`config.mk`:
```
export PLATFORM = sky130hd
export DESIGN_NAME = default_memory_bus_control
export DESIGN_NICKNAME = d
export VERILOG_FILES = /design/src/rtl/wait_counter.v /design/src/rtl/default_memory_bus_control.v
export VERILOG_INCLUDE_DIRS = /design/src /design/src/pkg
export SDC_FILE = /design/constraint.sdc
export NUM_CORES = 1
export LEC_CHECK = 0
export BUFFER_PORTS_ARGS = -buffer_cell sky130_fd_sc_hd__buf_4
export CAP_MARGIN = 10
export CORE_MARGIN = 3
export CORE_UTILIZATION = 51
export CTS_CLUSTER_SIZE = 30
export DETAILED_ROUTE_END_ITERATION = 10
export PLACE_DENSITY = 0.82
export SETUP_SLACK_MARGIN = 0.15
export SKIP_LAST_GASP = 1
export SLEW_MARGIN = 20
export SYNTH_ARGS = -nofsm -noshare
export SYNTH_HDL_FRONTEND = slang
export SYNTH_SLANG_ARGS = --single-unit
```
`constraint.sdc`:
```
create_clock -name sys_clk -period 2.6 [get_ports sys_clk]
set_input_delay 0.26 -clock sys_clk [delete_from_list [all_inputs] [get_ports sys_clk]]
set_output_delay 0.26 -clock sys_clk [all_outputs]
set_load 0.005 [all_outputs]
```
`src/pkg/default_memory_defines.vh`:
```
`ifndef DEFAULT_MEMORY_DEFINES_VH
`define DEFAULT_MEMORY_DEFINES_VH

// apb register byte addresses
`define ADDR_DEFAULT_MEMORY_CONTROL 8'h00
`define ADDR_CHIP_SELECT_CONTROL    8'h04
`define ADDR_STATUS                 8'h08
`define ADDR_MAP_CONFIG             8'h0C

// default memory control fields
`define DMC_RESET          16'h0000
`define DMC_WAIT_HI        13
`define DMC_WAIT_LO        10
`define DMC_BURST_ALLOW    9
`define DMC_CORE_AUTO_ACK  8
`define DMC_PORT_HI        7
`define DMC_PORT_LO        6
`define DMC_ALT_AUTO_ACK   5
`define DMC_WRITE_HOLD     3
`define DMC_READ_HOLD      2
`define DMC_WRITE_MASK     16'h3FEC

// chip select control: read enable bit 0, write enable bit 1
`define CSC_READ_EN        0
`define CSC_WRITE_EN       1
`define CSC_RESET          2'h3

// port width codes
`define PORT_32            2'h0
`define PORT_8             2'h1

// bus timeout monitor, core transfers only
`define TIMEOUT_CYCLES     14'h0400

`endif

```
`src/rtl/wait_counter.v`:
```
`timescale 1ns/10ps
`include "default_memory_defines.vh"

module wait_counter (
  // clock and control
  input  wire       sys_clk,
  input  wire       reset,
  input  wire       clk_en,
  // counter control
  input  wire       start,
  input  wire       clear,
  input  wire [3:0] wait_count,
  // status
  output reg        expired
);

  reg [3:0] count;
  reg       running;

  // counts from the first clock of the cycle; zero waits expire at once
  always @(posedge sys_clk) begin
    if (reset) begin
      count   <= 4'h0;
      running <= 1'b0;
      expired <= 1'b0;
    end else if (clk_en) begin
      // start wins: it is raised while the controller still sits in idle
      if (start) begin
        count   <= 4'h0;
        running <= (wait_count != 4'h0);
        expired <= (wait_count == 4'h0);
      end else if (clear) begin
        count   <= 4'h0;
        running <= 1'b0;
        expired <= 1'b0;
      end else if (running) begin
        if (count + 4'h1 >= wait_count) begin
          running <= 1'b0;
          expired <= 1'b1;
        end
        count <= count + 4'h1;
      end
    end
  end

endmodule

```
`src/rtl/default_memory_bus_control.v`:
```
// Register access over APB and the register addresses were left to the implementer.
`timescale 1ns/10ps
`include "default_memory_defines.vh"
// Summary of operation
// - read-enable 0 keeps a chip select off on reads; 1 allows it
// - addresses outside chip-select and dram spaces are default memory
// - default memory control is 16 bits, read/write, resets to zero; writes keep only the DMC_WRITE_MASK bits (3FEC)
// - core access with auto-ack inserts wait_count waits then acknowledges
// - external acknowledge before wait expiry ends the core cycle
// - alternate master access with auto-ack waits wait_count then acknowledges
// - burst off: wide transfers split into port-sized single transfers
// - burst on: wide transfers use burst transfers
// - core auto-ack off: wait for external acknowledge only
// - core auto-ack on: unmapped core accesses end normally
// - port_width selects byte lanes: 00 32-bit, 01 8-bit, 1x 16-bit
// - alt auto-ack off: acknowledge not driven for alternate master
// - alt auto-ack on: drive acknowledge after wait count
// - alt auto-ack on: unmapped alternate accesses end normally
// - bus timeout watches core transfers only
// - write hold extend adds one clock of address, data hold after writes
// - read hold extend adds one clock of address hold after reads
// - read-enable at bit 0, write-enable bit 1, both reset to one

module default_memory_bus_control (
  // clock and control
  input  wire        sys_clk,
  input  wire        reset,
  input  wire        clk_en,
  // apb slave
  input  wire        psel,
  input  wire        penable,
  input  wire        pwrite,
  input  wire [7:0]  paddr,
  input  wire [31:0] pwdata,
  output reg  [31:0] prdata,
  output wire        pready,
  output wire        pslverr,
  // core transfer request
  input  wire        core_req,
  input  wire        core_write,
  input  wire [31:0] core_addr,
  input  wire [31:0] core_wdata,
  input  wire [1:0]  core_size,
  output reg         core_done,
  output reg         core_fault,
  output reg  [31:0] core_rdata,
  // alternate master request
  input  wire        alt_req,
  input  wire        alt_write,
  input  wire [31:0] alt_addr,
  // address decode from other controllers
  input  wire        chip_select_hit,
  input  wire        dram_hit,
  // external bus pins
  input  wire        transfer_acknowledge_in,
  input  wire        async_transfer_ack_in,
  input  wire        bus_error_ack_in,
  input  wire [31:0] data_in,
  output reg         transfer_acknowledge_out,
  output wire        transfer_acknowledge_oe,
  output reg  [31:0] bus_addr,
  output reg  [31:0] data_out,
  output reg  [3:0]  lane_enable,
  output reg         bus_write,
  output reg         bus_burst,
  output reg         bus_active,
  output reg         chip_select_read_en,
  output reg         chip_select_write_en
);

  localparam [4:0] ST_IDLE = 5'h01;
  localparam [4:0] ST_WAIT = 5'h02;
  localparam [4:0] ST_NEXT = 5'h04;
  localparam [4:0] ST_HOLD = 5'h08;
  localparam [4:0] ST_ALT  = 5'h10;

  localparam [13:0] TIMEOUT_LIMIT = `TIMEOUT_CYCLES;

  // registers
  reg [15:0] default_memory_control;
  reg        timeout_enable;
  reg        fault_sticky;

  wire [3:0] wait_count          = default_memory_control[`DMC_WAIT_HI:`DMC_WAIT_LO];
  wire       burst_allow         = default_memory_control[`DMC_BURST_ALLOW];
  wire       core_auto_ack       = default_memory_control[`DMC_CORE_AUTO_ACK];
  wire [1:0] port_width          = default_memory_control[`DMC_PORT_HI:`DMC_PORT_LO];
  wire       alt_master_auto_ack = default_memory_control[`DMC_ALT_AUTO_ACK];
  wire       write_hold_extend   = default_memory_control[`DMC_WRITE_HOLD];
  wire       read_hold_extend    = default_memory_control[`DMC_READ_HOLD];

  // pin synchronisers
  reg [2:0] pin_meta;
  reg [2:0] pin_sync;
  wire      ext_ack   = pin_sync[0];
  wire      ext_async = pin_sync[1];
  wire      ext_error = pin_sync[2];

  always @(posedge sys_clk) begin
    if (reset) begin
      pin_meta <= 3'h0;
      pin_sync <= 3'h0;
    end else if (clk_en) begin
      pin_meta <= {bus_error_ack_in, async_transfer_ack_in, transfer_acknowledge_in};
      pin_sync <= pin_meta;
    end
  end

  // apb, zero wait states
  wire apb_write = psel & penable & pwrite;
  wire apb_read  = psel & ~pwrite;
  wire addr_ok   = (paddr == `ADDR_DEFAULT_MEMORY_CONTROL) |
                   (paddr == `ADDR_CHIP_SELECT_CONTROL) |
                   (paddr == `ADDR_STATUS) | (paddr == `ADDR_MAP_CONFIG);
  assign pready  = 1'b1;
  assign pslverr = psel & penable & ~addr_ok;

  // beats needed per operand size: size 0 long, 1 byte, 2 word, 3 line
  function [3:0] beat_count;
    input [1:0] size;
    input [1:0] width;
    reg   [3:0] bytes;
    begin
      bytes = 4'h4;
      case (size)
        2'h1:    bytes = 4'h1;
        2'h2:    bytes = 4'h2;
        2'h3:    bytes = 4'h0;
        default: bytes = 4'h4;
      endcase
      if (width == `PORT_32)
        beat_count = (bytes == 4'h0) ? 4'h4 : 4'h1;
      else if (width == `PORT_8)
        beat_count = (bytes == 4'h0) ? 4'hF : bytes;
      else
        beat_count = (bytes == 4'h0) ? 4'h8 : ((bytes == 4'h4) ? 4'h2 : 4'h1);
    end
  endfunction

  // byte lanes per port width
  function [3:0] lanes;
    input [1:0] width;
    begin
      case (width)
        `PORT_32: lanes = 4'hF;
        `PORT_8:  lanes = 4'h8;
        default:  lanes = 4'hC;
      endcase
    end
  endfunction

  wire is_default = ~chip_select_hit & ~dram_hit;

  reg [4:0]  state;
  reg [4:0]  next_state;
  reg        from_core;
  reg [3:0]  beats_left;
  reg [13:0] timeout_count;
  reg [2:0]  byte_step;
  wire       wait_expired;
  reg        start_wait;
  reg        just_ended;

  wait_counter u_wait (
    .sys_clk    (sys_clk),
    .reset      (reset),
    .clk_en     (clk_en),
    .start      (start_wait),
    .clear      (state == ST_IDLE),
    .wait_count (wait_count),
    .expired    (wait_expired)
  );

  wire auto_on   = from_core ? core_auto_ack : alt_master_auto_ack;
  wire timed_out = from_core & timeout_enable & (timeout_count >= TIMEOUT_LIMIT);
  // external acknowledge ends the cycle early even under auto-ack
  wire beat_end  = ext_ack | ext_async | (auto_on & wait_expired) |
                   (~from_core & ~alt_master_auto_ack & ext_ack);
  wire term_err  = ext_error | timed_out;
  wire hold_want = bus_write ? write_hold_extend : read_hold_extend;

  always @* begin
    next_state = state;
    start_wait = 1'b0;
    case (state)
      ST_IDLE: begin
        // requesters see the end one clock late, so that clock takes no request
        if (core_req & is_default & ~just_ended) begin
          next_state = ST_WAIT;
          start_wait = 1'b1;
        end else if (alt_req & is_default & ~just_ended) begin
          next_state = ST_ALT;
          start_wait = 1'b1;
        end
      end
      ST_WAIT: begin
        if (term_err)
          next_state = hold_want ? ST_HOLD : ST_IDLE;
        else if (beat_end)
          next_state = (beats_left > 4'h1) ? ST_NEXT : (hold_want ? ST_HOLD : ST_IDLE);
      end
      ST_NEXT: begin
        next_state = ST_WAIT;
        start_wait = 1'b1;
      end
      ST_ALT: begin
        if (ext_error | beat_end)
          next_state = hold_want ? ST_HOLD : ST_IDLE;
      end
      ST_HOLD:  next_state = ST_IDLE;
      default:  next_state = ST_IDLE;
    endcase
  end

  // acknowledge pin is only driven for alternate masters under auto-ack
  assign transfer_acknowledge_oe = ~(((state == ST_ALT) & alt_master_auto_ack) |
                                     ~transfer_acknowledge_out);

  always @(posedge sys_clk) begin
    if (reset) begin
      state                    <= ST_IDLE;
      just_ended               <= 1'b0;
      from_core                <= 1'b0;
      beats_left               <= 4'h0;
      byte_step                <= 3'h0;
      timeout_count            <= 14'h0;
      bus_addr                 <= 32'h0;
      data_out                 <= 32'h0;
      lane_enable              <= 4'h0;
      bus_write                <= 1'b0;
      bus_burst                <= 1'b0;
      bus_active               <= 1'b0;
      core_done                <= 1'b0;
      core_fault               <= 1'b0;
      core_rdata               <= 32'h0;
      transfer_acknowledge_out <= 1'b1;
    end else if (clk_en) begin
      state                    <= next_state;
      just_ended               <= (state != ST_IDLE) & (next_state == ST_IDLE);
      core_done                <= 1'b0;
      core_fault               <= 1'b0;
      transfer_acknowledge_out <= 1'b1;
      if (state != ST_IDLE && state != ST_HOLD)
        timeout_count <= timeout_count + 14'h1;
      else
        timeout_count <= 14'h0;
      case (state)
        ST_IDLE: begin
          if (next_state == ST_WAIT) begin
            from_core   <= 1'b1;
            bus_addr    <= core_addr;
            data_out    <= core_wdata;
            bus_write   <= core_write;
            lane_enable <= lanes(port_width);
            beats_left  <= beat_count(core_size, port_width);
            byte_step   <= (port_width == `PORT_32) ? 3'h4 :
                           ((port_width == `PORT_8) ? 3'h1 : 3'h2);
            // beats are bursts only when allowed, else separate transfers
            bus_burst   <= burst_allow & (beat_count(core_size, port_width) > 4'h1);
            bus_active  <= 1'b1;
          end else if (next_state == ST_ALT) begin
            from_core   <= 1'b0;
            bus_addr    <= alt_addr;
            bus_write   <= alt_write;
            lane_enable <= lanes(port_width);
            beats_left  <= 4'h1;
            bus_burst   <= 1'b0;
            bus_active  <= 1'b1;
          end
        end
        ST_WAIT: begin
          if (term_err | beat_end) begin
            if (~bus_write)
              core_rdata <= data_in;
            beats_left <= beats_left - 4'h1;
          end
          if (term_err) begin
            core_done  <= 1'b1;
            core_fault <= 1'b1;
            bus_active <= 1'b0;
          end else if (beat_end && beats_left <= 4'h1) begin
            core_done  <= 1'b1;
            bus_active <= 1'b0;
          end
        end
        ST_NEXT: begin
          bus_addr <= bus_addr + {29'h0, byte_step};
          data_out <= data_out << {byte_step, 3'h0};
        end
        ST_ALT: begin
          if (alt_master_auto_ack & wait_expired)
            transfer_acknowledge_out <= 1'b0;
          if (ext_error | beat_end)
            bus_active <= 1'b0;
        end
        ST_HOLD: begin
          // address and data stay one clock beyond termination
          bus_active <= 1'b0;
        end
        default: bus_active <= 1'b0;
      endcase
    end
  end

  // register writes
  always @(posedge sys_clk) begin
    if (reset) begin
      default_memory_control <= `DMC_RESET;
      chip_select_read_en    <= 1'b1;
      chip_select_write_en   <= 1'b1;
      timeout_enable         <= 1'b0;
      fault_sticky           <= 1'b0;
    end else if (clk_en) begin
      // hardware set wins over software clear
      if (state == ST_WAIT && term_err)
        fault_sticky <= 1'b1;
      else if (apb_write && paddr == `ADDR_STATUS && pwdata[0])
        fault_sticky <= 1'b0;
      if (apb_write) begin
        case (paddr)
          `ADDR_DEFAULT_MEMORY_CONTROL:
            default_memory_control <= pwdata[15:0] & `DMC_WRITE_MASK;
          `ADDR_CHIP_SELECT_CONTROL: begin
            chip_select_read_en  <= pwdata[`CSC_READ_EN];
            chip_select_write_en <= pwdata[`CSC_WRITE_EN];
          end
          `ADDR_MAP_CONFIG: timeout_enable <= pwdata[0];
          default: ;
        endcase
      end
    end
  end

  // read data registered in the setup phase
  always @(posedge sys_clk) begin
    if (reset) begin
      prdata <= 32'h0;
    end else if (clk_en && apb_read && !penable) begin
      case (paddr)
        `ADDR_DEFAULT_MEMORY_CONTROL: prdata <= {16'h0, default_memory_control};
        `ADDR_CHIP_SELECT_CONTROL:
          prdata <= {30'h0, chip_select_write_en, chip_select_read_en};
        `ADDR_STATUS:     prdata <= {26'h0, state, fault_sticky};
        `ADDR_MAP_CONFIG: prdata <= {31'h0, timeout_enable};
        default:          prdata <= 32'h0;
      endcase
    end
  end

endmodule

```
==> metrics.txt <==
max_slew headroom 0.540; GP Congestion 0.965; Syn Area/Cell approximately 8.2 um2; Top-Level Pins 328; Setup crit start kind register; Final setup viols 0; vias per cell approximately 5.8; Seq pwr share 0.454; crit path time final about 2300 ps; layout cells sized above 1 0.304; clk sink count around 170; hpwl dp between 20,000 and 25,000 um; DRT Pass-1 Iters 6; pwr/cell area 515 nW/um2; CP arrival around 2600 ps; CTS root buf clkbuf_16; Req. time, crit path 2960 ps; FMAX approximately 0.44 GHz; initial antenna violation count 0; post-layout net count about 1,600; worst-case clock buffer depth 2; CP Class register to register; vias in the first global route a little under 9,000; synthesis-to-finish area growth 32.5%; critical-path cell list inv_1, fa_1, nor2b_1, o21ai_1, or3_1, or3_1, a31oi_1; outcome finished, final reports clean; worst r2r src byte_step[1]; leakage 5.14 nW; Final Util 0.698; first-pass GRT wire length approximately 45,000 um; Initial Util 0.527; commonest non-fill, non-tap cells in the layout buf_4 (333), dfxtp_1 (174), nor2_1 (127), nand2_1 (124), a21oi_1 (102); Synth Register Bits approximately 170; H-tree levels 4; dpl ws just under 200 ps; Core ar. ~18,000 um2; clk_lat worst skew between 400 and 500 ps; GRT Total Usage 0.281; Worst-Margin Slew 687 ps; RSZ-0062 raised after global routing false; Crit. End Element register; Via Count ~9,400; DRC 0; cell-internal power 4.57 mW; min-delay src pwdata[9]; YS warnings 0; VDD IR max 0.000483 V; Hold Vio Cnt, Final 0; Die Wd about 140 um; Iteration-0 DRC Markers about 800; most frequent CP cell or3_1; Net Sw Frac 0.275; crit-path max cell delay around 470 ps; chip height between 100 and 150 um; CTS clk-pin slew, worst paths 80 ps; Max-cap violations 0; number of flops mapped to enable cells by yosys 0; HP Class input port to register; family with the most delay on the worst path simple AND/OR/NAND/NOR gates; number of core rows between 40 and 50; Netlist Area Pre-Place 9240 um2; Top FF cell, synth dfxtp_1; Unique masters post-synth roughly 80; final clock skew around 12 ps; most common cell after layout, fill and taps aside buf_4; beginning of the critical path byte_step[1]; number of buffers created by CTS 17; Post-DP Area approximately 12,000 um2; global route overflow 0; Pins Over Slew Limit 0; Critical Path Fanout Max 6; wirelength, routed around 30,000 um; # diodes 0; CTS tree yes; Seq/Total Area, Yosys 0.377; Critical-path top delay cell dfxtp_1; fin area roughly 12,000 um2; Final Cycle Share 0.870; Fillers between 1,000 and 1,500; pin count of the biggest net entering global routing 50; I/O Buffers around 290; post-route ant nets 0; Combinational Power Share 0.143; cells after synthesis about 1,100; Wirelength per Cell between 15 and 20 um; Synth async-reset ratio 0; switching pwr approximately 1.7 mW; clock group share of total power 0.403; slack of the critical path 339 ps; die area approximately 20,000 um2; Setup TNS Final 0 ps; Buffers & Inverters on Critical Path 1
flip-flops by register name (all words and copies together) (netlist names), 3 cells and up:
register                count
beats_left                  4
bus_addr                   32
byte_step                   3
core_rdata                 32
data_out                   32
default_memory_control     11
lane_enable                 3
pin_meta                    3
pin_sync                    3
prdata                     14
state                       5
timeout_count              14
u_wait.count                4
final cells by class:
class | instances | area, um2 | area share
clock inverters | 14 | 155 | 0.0127
well taps | 225 | 282 | 0.0230
multi-input cells | 852 | 5250 | 0.429
repair buffers | 336 | 2560 | 0.209
flip-flops and latches | 174 | 3480 | 0.285
clock buffers | 18 | 429 | 0.0351
inverters | 22 | 82.6 | 0.00675
worst paths after layout:
path / slack [ps] / to / cells after the start
min reg2reg: 450 / core_rdata[1] / 2
min: 60 / default_memory_control[9] / 3
max reg2reg: 340 / bus_addr[8] / 7
max: 340 / bus_addr[8] / 7
cells by family (layout without fill, tap and decap cells):
group                      after synthesis  after routing  share of synthesized area
other                                    2             19                   0.000813
AOI/OAI and AO/OA                      305            305                      0.227
and+or+nand+nor                        438            438                      0.228
adders and majority gates               17             17                     0.0238
xor gates and xnor gates                15             15                     0.0142
muxes                                   58             58                     0.0660
DFF                                    174            174                      0.377
buffers and inverters                  117            390                     0.0635
routing by layer:
layer | global-route usage | wire length [um] | vias up
met5 | 0 | 0 | -
met4 | 0.0831 | 512 | 0
met3 | 0.0702 | 2720 | 45
met2 | 0.467 | 14200 | 451
met1 | 0.362 | 11900 | 4367
li1 | - | - | 4580
cell usage after synthesis (3+ instances only):
master,n,share of area
and2_1,8,0.0054
and4_1,3,0.0028
o21ai_0,52,0.028
nor2b_1,8,0.0054
xnor2_1,6,0.0057
buf_6,3,0.0037
a221oi_2,12,0.020
nor3_1,48,0.026
ha_1,16,0.022
xor2_1,9,0.0085
buf_1,3,0.0012
a21oi_1,102,0.055
dfxtp_1,174,0.38
nor2_1,128,0.052
a22oi_1,27,0.022
mux2i_1,38,0.041
o21ai_1,3,0.0016
inv_1,21,0.0085
nand4_1,12,0.0081
or3_1,11,0.0074
a2111oi_1,3,0.0033
nand2_1,124,0.050
and3_1,14,0.0095
nor4_1,8,0.0054
nand4b_1,4,0.0038
buf_4,24,0.020
or2_2,3,0.0020
mux2_2,19,0.023
a22o_1,16,0.015
a221oi_1,5,0.0047
o211a_1,3,0.0033
nand3_1,44,0.024
buf_2,17,0.0092
a21o_1,15,0.012
clkbuf_1,45,0.018
a31oi_1,17,0.012
nor3_2,5,0.0054
a211oi_1,17,0.014
tightest hold or removal path: stages:
cell and delay [ps]:
buf_4 70, mux2i_1 50, nor2_1 70
metrics by stage:
stage,hold WS [ps],power (mW),std cells
finish,56.1,6.30,1641
detailed placement,447,3.79,1604
floorplan,396,3.35,1143
global route,54.0,6.54,1641
CTS,51.5,6.30,1636
global placement,442,3.77,1604
power by group through the flow:
stage               Combinational (mW)  Clock, mW  Sequential, mW
floorplan                        0.457          0            2.89
global placement                 0.859          0            2.92
detailed placement               0.875          0            2.92
CTS                              0.879       2.56            2.86
global route                     0.979       2.69            2.87
finish                           0.900       2.54            2.86
what timing repair did:
action,in CTS,in global routing
hold buffers,0,0
setup endpoints to repair,0,18
resized for setup,0,3
hold endpoints to repair,0,0
buffers inserted,0,5
Power figures use the tool's default switching activity.
